<file path="src/common/csr_pkg.sv">
// constants and carrier types for the core status and reset-cause register bank
// Functional notes
// indirect bank bit 1 selects banks 2-3 (100h-1FFh), 0 selects banks 0-1.
// direct bank field 01 selects bank 1 (80h-FFh), 00 selects bank 0.
// banks hold 128 bytes; software keeps upper direct bank bit clear.
// timeout flag set on power-up, watchdog clear, sleep; cleared by watchdog timeout.
// powerdown flag set on power-up or watchdog clear; cleared by sleep.
// zero flag follows whether the operation result equals zero.
// digit carry set on carry out of bit 3; inverted sense for borrow.
// carry set on carry out of bit 7; inverted sense for borrow.
// flag register: bank bit rw reset 0, timeout/powerdown read-only reset 1.
// enable register bit 6 gates comparator interrupt, rw, resets 0.
// flag register bit 6 set when comparator input changed.
// interrupt flags set regardless of individual or global enables.
// software should clear interrupt flags before enabling the interrupt.
// unimplemented bits of enable, flag and reset-cause registers read 0.
// power-on reset clears power-on flag, bit 1; software sets it later.
// brown-out reset clears brown-out flag, bit 0; software sets it later.
// brown-out flag unknown after power-up; meaningless with brown-out disabled.
// flag-affecting instruction writing flag register keeps computed flags instead.
// writes to timeout and powerdown flags are ignored.
// flag register answers at 03h and 83h.
// comparator flag sticky until software writes 0; new event beats clear.
package csr_pkg;
    localparam logic [8:0] CSR_ALU_FLAGS_ADDR_B0 = 9'h003;
    localparam logic [8:0] CSR_ALU_FLAGS_ADDR_B1 = 9'h083;
    localparam logic [8:0] CSR_IRQ_FLAG_ADDR     = 9'h00c;
    localparam logic [8:0] CSR_IRQ_ENABLE_ADDR   = 9'h08c;
    localparam logic [8:0] CSR_RESET_CAUSE_ADDR  = 9'h08e;
    localparam logic [6:0] CSR_BANK_OFFSET_MASK  = 7'h7f;

    localparam int CSR_INDIRECT_BANK_BIT   = 7;
    localparam int CSR_DIRECT_BANK_HI_BIT  = 6;
    localparam int CSR_DIRECT_BANK_LO_BIT  = 5;
    localparam int CSR_TIMEOUT_BIT         = 4;
    localparam int CSR_POWERDOWN_BIT       = 3;
    localparam int CSR_Z_BIT               = 2;
    localparam int CSR_DIGIT_CARRY_BIT     = 1;
    localparam int CSR_C_BIT               = 0;
    localparam int CSR_CMP_IRQ_BIT         = 6;
    localparam int CSR_POR_BIT             = 1;
    localparam int CSR_BROWNOUT_BIT        = 0;

    localparam logic [7:0] CSR_ALU_FLAGS_RESET   = 8'h18;
    localparam logic [7:0] CSR_IRQ_FLAG_RESET    = 8'h00;
    localparam logic [7:0] CSR_IRQ_ENABLE_RESET  = 8'h00;
    localparam logic [7:0] CSR_RESET_CAUSE_RESET = 8'h00;

    typedef struct packed {
        logic       sel;
        logic       wr;
        logic [8:0] addr;
        logic [7:0] wdata;
    } csr_access_t;

    typedef struct packed {
        logic       upd;
        logic       z;
        logic       digit_carry_upd;
        logic       digit_carry;
        logic       c_upd;
        logic       c;
    } csr_alu_t;

    typedef struct packed {
        logic       por;
        logic       brownout;
        logic       wdt_timeout;
        logic       watchdog_clear;
        logic       sleep;
    } csr_event_t;
endpackage : csr_pkg

</file>
<file path="src/hdl/csr_core_status.sv">
// core status, bank select, comparator interrupt and reset-cause registers
module csr_core_status
    import csr_pkg::*;
(
    input  wire logic        clk,
    input  wire logic        rst_b,
    input  wire csr_access_t acc,
    input  wire csr_alu_t    alu,
    input  wire csr_event_t  evt,
    input  wire logic        cmp_change,
    output logic [7:0]       rdata,
    output logic [7:0]       status_out,
    output logic             indirect_bank_out,
    output logic [1:0]       rp_out,
    output logic             cmp_irq_enable,
    output logic             cmp_irq_flag,
    output logic             cmp_irq_pending
);

    typedef struct packed {
        logic [7:0] status;
        logic       cmp_en;
        logic       cmp_fl;
        logic       cmp_pend;
        logic       por_n;
        logic       brownout_n;
        logic [7:0] rdata;
    } csr_state_t;

    csr_state_t s_q;
    csr_state_t s_d;

    function automatic logic hit_status(input logic [8:0] a);
        hit_status = (a[6:0] == CSR_ALU_FLAGS_ADDR_B0[6:0]);
    endfunction

    function automatic logic hit(input logic [8:0] a, input logic [8:0] r);
        hit = (a[7:0] == r[7:0]);
    endfunction

    logic wr_st;
    logic wr_fl;
    logic wr_en;
    logic wr_rc;

    always_comb
    begin
        s_d   = s_q;
        wr_st = acc.sel && acc.wr && hit_status(acc.addr);
        wr_fl = acc.sel && acc.wr && hit(acc.addr, CSR_IRQ_FLAG_ADDR);
        wr_en = acc.sel && acc.wr && hit(acc.addr, CSR_IRQ_ENABLE_ADDR);
        wr_rc = acc.sel && acc.wr && hit(acc.addr, CSR_RESET_CAUSE_ADDR);

        if (wr_st)
        begin
            // bank bits are plain storage; upper ones left to software
            s_d.status[CSR_INDIRECT_BANK_BIT]  = acc.wdata[CSR_INDIRECT_BANK_BIT];
            s_d.status[CSR_DIRECT_BANK_HI_BIT] = acc.wdata[CSR_DIRECT_BANK_HI_BIT];
            s_d.status[CSR_DIRECT_BANK_LO_BIT] = acc.wdata[CSR_DIRECT_BANK_LO_BIT];
            s_d.status[CSR_Z_BIT]              = acc.wdata[CSR_Z_BIT];
            s_d.status[CSR_DIGIT_CARRY_BIT]    = acc.wdata[CSR_DIGIT_CARRY_BIT];
            s_d.status[CSR_C_BIT]              = acc.wdata[CSR_C_BIT];
        end
        // computed flags override a write in the same instruction
        if (alu.upd)
        begin
            s_d.status[CSR_Z_BIT] = alu.z;
        end
        if (alu.digit_carry_upd)
        begin
            s_d.status[CSR_DIGIT_CARRY_BIT] = alu.digit_carry;
        end
        if (alu.c_upd)
        begin
            s_d.status[CSR_C_BIT] = alu.c;
        end

        // timeout and powerdown never take written data
        if (evt.wdt_timeout)
        begin
            s_d.status[CSR_TIMEOUT_BIT] = 1'b0;
        end
        else if (evt.watchdog_clear || evt.sleep)
        begin
            s_d.status[CSR_TIMEOUT_BIT] = 1'b1;
        end
        if (evt.watchdog_clear)
        begin
            s_d.status[CSR_POWERDOWN_BIT] = 1'b1;
        end
        else if (evt.sleep)
        begin
            s_d.status[CSR_POWERDOWN_BIT] = 1'b0;
        end

        if (wr_en)
        begin
            s_d.cmp_en = acc.wdata[CSR_CMP_IRQ_BIT];
        end
        if (wr_fl)
        begin
            s_d.cmp_fl = acc.wdata[CSR_CMP_IRQ_BIT];
        end
        if (cmp_change)
        begin
            s_d.cmp_fl = 1'b1;
        end
        // registered so the output comes from a flop, same cycle as flag
        s_d.cmp_pend = s_d.cmp_fl & s_d.cmp_en;

        if (wr_rc)
        begin
            s_d.por_n      = acc.wdata[CSR_POR_BIT];
            s_d.brownout_n = acc.wdata[CSR_BROWNOUT_BIT];
        end
        if (evt.por)
        begin
            // power-up restores timeout and powerdown too
            s_d.por_n = 1'b0;
            s_d.status[CSR_TIMEOUT_BIT] = 1'b1;
            s_d.status[CSR_POWERDOWN_BIT] = 1'b1;
        end
        if (evt.brownout)
        begin
            s_d.brownout_n = 1'b0;
        end

        s_d.rdata = 8'h00;
        if (acc.sel && !acc.wr)
        begin
            if (hit_status(acc.addr))
            begin
                s_d.rdata = s_q.status;
            end
            else if (hit(acc.addr, CSR_IRQ_FLAG_ADDR))
            begin
                s_d.rdata[CSR_CMP_IRQ_BIT] = s_q.cmp_fl;
            end
            else if (hit(acc.addr, CSR_IRQ_ENABLE_ADDR))
            begin
                s_d.rdata[CSR_CMP_IRQ_BIT] = s_q.cmp_en;
            end
            else if (hit(acc.addr, CSR_RESET_CAUSE_ADDR))
            begin
                s_d.rdata[CSR_POR_BIT]      = s_q.por_n;
                s_d.rdata[CSR_BROWNOUT_BIT] = s_q.brownout_n;
            end
        end
    end

    always_ff @(posedge clk or negedge rst_b)
    begin
        if (!rst_b)
        begin
            // arithmetic flags are unknown in hardware; zero is chosen here
            s_q.status <= CSR_ALU_FLAGS_RESET;
            s_q.cmp_en     <= CSR_IRQ_ENABLE_RESET[CSR_CMP_IRQ_BIT];
            s_q.cmp_fl     <= CSR_IRQ_FLAG_RESET[CSR_CMP_IRQ_BIT];
            s_q.cmp_pend   <= 1'b0;
            s_q.por_n      <= CSR_RESET_CAUSE_RESET[CSR_POR_BIT];
            s_q.brownout_n <= CSR_RESET_CAUSE_RESET[CSR_BROWNOUT_BIT];
            s_q.rdata      <= 8'h00;
        end
        else
        begin
            s_q <= s_d;
        end
    end

    assign rdata           = s_q.rdata;
    assign status_out      = s_q.status;
    assign indirect_bank_out = s_q.status[CSR_INDIRECT_BANK_BIT];
    assign rp_out            = s_q.status[CSR_DIRECT_BANK_HI_BIT:CSR_DIRECT_BANK_LO_BIT];
    assign cmp_irq_enable    = s_q.cmp_en;
    assign cmp_irq_flag      = s_q.cmp_fl;
    assign cmp_irq_pending   = s_q.cmp_pend;

endmodule // csr_core_status

</file>
<file path="config.mk">
export PLATFORM = sky130hd
export DESIGN_NAME = csr_core_status
export DESIGN_NICKNAME = d
export VERILOG_FILES = /design/src/common/csr_pkg.sv /design/src/hdl/csr_core_status.sv
export SDC_FILE = /design/constraint.sdc
export NUM_CORES = 1
export LEC_CHECK = 0
export BUFFER_PORTS_ARGS = -buffer_cell sky130_fd_sc_hd__buf_2
export CORE_MARGIN = 2
export CORE_UTILIZATION = 41
export DETAILED_ROUTE_END_ITERATION = 10
export PLACE_DENSITY = 0.71
export SYNTH_ARGS = -nofsm -noshare
export SYNTH_HDL_FRONTEND = slang
export SYNTH_SLANG_ARGS = --single-unit
</file>
<file path="constraint.sdc">
create_clock -name clk -period 0.99 [get_ports clk]
set_input_delay 0.099 -clock clk [delete_from_list [all_inputs] [get_ports clk]]
set_output_delay 0.099 -clock clk [all_outputs]
set_load 0.1 [all_outputs]
</file>
==> qor.yml <==
outcome:
  status: "complete, but fails checks"
  violations: "negative setup slack"
synth:
  synth.top_cells.by_count: "dfrtp_1, buf_4, inv_1, o311ai_1"
  synth_seq_cells: 21
  synth-edff-count: 0
  synthTopCellsByArea: "dfrtp_1, buf_4, dfstp_2"
  synth_top_area_share_pct: 41.44
  synthFlopType: "dfrtp_1"
  syn_inst: 106
  yosysWarnings: 0
  synth_top_area_cell: "dfrtp_1"
  synth_fp_nets: 139
  seq_area_frac_synth_pct: 46.02
  netlist_area_sq_mm: 0.001147
  async_flop_share_pct: 100.0
  synth_area_per_cell_sq_um: 10.82
  synth.most_common_cell: "dfrtp_1"
  yosysUniqueCellTypes: 39
global_route:
  grt_max_degree: 22
  grt-ovfl-total: 0
  grt_pass1_vias: 1107
  grt_use_total_pct: 18.38
  antenna_found_initial: 0
  grt_pass1_wl_um: 4726
worst_setup_path:
  endpoint_kind: "output pin"
  cp-startpoint: "cmp_irq_flag"
  crit_family: "flip-flops"
  slowest_stage: "dfrtp_4"
  cp_max_fo: 3
  crit_type: "reg -> out"
  max_stage_delay_ps: 500
  cp.arrival_ps: 1080
  worst_setup_path_start_kind: "flip-flop"
  crit_chain: "buf_6 -> buf_12"
  required_ps: 890
  r2r_start: "cmp_irq_flag"
  crit_buf_inv: 2
routing:
  vias: 1072
  wirelength_um: 2970
  drt-pass1-iter-count: 4
  dr_wl_met2_um: 1631
  routed-wl-met3_um: 177
  drc: 0
  drt-met1-wl_um: 1116
  drt-wirelength-per-cell_um: 14.92
  vias_per_cell: 5.387
  drt-initial-drc-count: 16
  ant_nets: 0
  top_layer_used: "met4"
floorplan:
  start_util_pct: 42.34
  coreArea_sq_mm: 0.002710
  io_pins: 55
  rows: 19
  die_x_um: 56.90
  die_h_um: 56.90
  die_area_sq_mm: 0.003238
timing:
  slew_headroom_pct: 68.28
  min_period_ps: 1182
  fin_crit_sh_pct: 119.4
  setup_violations: 18
  hold_ws_ps: 15.47
  layout_setup_ws_ps: -192.1
  grt_setup_unrepaired: "yes"
  final.setup_skew_ps: 1.869
  worst_pin_slew_ps: 475.9
  maxSlewViolCount: 0
  hold_viol: 0
  fmax_mhz: 846.0
worst_hold_path:
  holdCritStartpoint: "evt[1]"
  min_path_type: "in -> reg"
power:
  powerDensity_mw_per_mm2: 1001
  p_leak_nw: 0.9076
  total_power_mw: 1.958
  ir_worst_vdd_v: 0.001057
place:
  place_ws_ps: -273.0
  place_hpwl_um: 2277
  place_area_sq_mm: 0.001773
  io_buffers: 51
  gp_congestion: 0.8254
finish:
  area_delta_synth_final_pct: 70.45
  finalNetCount: 202
  drive_above_1_share_pct: 61.90
  finalInstanceArea_sq_mm: 0.001956
  antenna_cells: 0
  final_core_util_pct: 72.16
clocking:
  cts_buffers: 3
  clk_latency_ps: 300
  root_buffer: "clkbuf_4"
  cts.path.max_buffers: 2
  worst_setup_hold_path_clk_slew_ps: 110
  clock-sinks: 21
  cts_tree: "yes"
  h-tree-depth: 1
job:
  cap_violations: 0
layout make-up:
class                           count  area [sq um]
Clock inverter                      1         5.005
Sequential cell                    21         540.5
Tap cell                           31         38.79
Timing Repair Buffer               77         818.3
Fill cell                         189         754.5
Multi-Input combinational cell     59         504.2
Inverter                            7         26.28
Clock buffer                        3         22.52
tightest hold or removal path, delay by kind of cell:
| family | cells | cell delay, ps |
|---|---|---|
| buffers and inverters | 1 | 90 |
| AND/OR/NAND/NOR | 1 | 30 |
| AO/OA/AOI/OAI | 1 | 60 |
power breakdown:
group	leakage (nW)	switching (mW)	internal [mW]	total, mW
clock network	0.0177	0.255	0.151	0.405
logic	0.620	0.371	0.265	0.636
registers	0.270	0.0300	0.887	0.917
total	0.908	0.656	1.30	1.96
path summary, 6_finish.rpt:
path,end,cells past startpoint,slack (ps)
setup / recovery,cmp_irq_flag,2,-190
hold / removal,status_out[3],3,20
setup reg to reg,cmp_irq_flag,3,-100
hold reg to reg,rdata[0],1,530
max in group asynchronous,status_out[7],2,360
min in group asynchronous,rdata[5],2,270
state kept, by name (all words and copies together), names as in the netlist:
register,cells
s_q,2
cmp_irq_enable,1
rdata,8
status_out,8
cmp_irq_flag,1
cmp_irq_pending,1
cells in the final DEF, fill, tap and decap left out, types with 2 or more instances in the layout:
master         instances
and4bb_2               2
a21oi_1                2
nor3_1                 2
o311ai_1               4
and2_2                 4
nor2_1                 3
nand3_1                2
dfrtp_1               15
nand2_1                4
buf_6                  6
buf_12                22
o31ai_1                3
clkbuf_4               3
a22o_2                 2
mux2_2                 2
buf_4                 16
dfrtp_4                3
o311ai_2               2
nand4_1                3
buf_2                 28
dfstp_2                2
dlygate4sd3_1          5
inv_1                  7
what timing repair did:
action / CTS / global route
hold buffers: 5 / 0
setup buffers: 7 / 1
pin swaps: 2 / 2
hold endpoints to repair: 23 / 0
resized for setup: 6 / 5
endpoints found under the setup margin: 24 / 32
metal layers:
metal | global-route usage [%] | vias to the layer above
li1 | - | 502
met1 | 19.94 | 515
met2 | 35.14 | 49
met3 | 3.456 | 6
met4 | 6.312 | 0
met5 | 0 | -
cell families (layout without fill, tap and decap cells):
kind of cell	after synthesis	after routing	share of synthesized area, %
mux	4	4	3.817
compound gates	19	19	13.20
buf+inv	26	88	14.39
simple gates	36	36	22.58
flops	21	21	46.02
stage by stage:
stage,TNS (ps),std cells
global route,-2306,199
floorplan,-948.3,106
CTS,-1760,198
global placement,-3206,183
detailed placement,-3856,183
finish,-1643,199
Power figures use the tool's default switching activity.
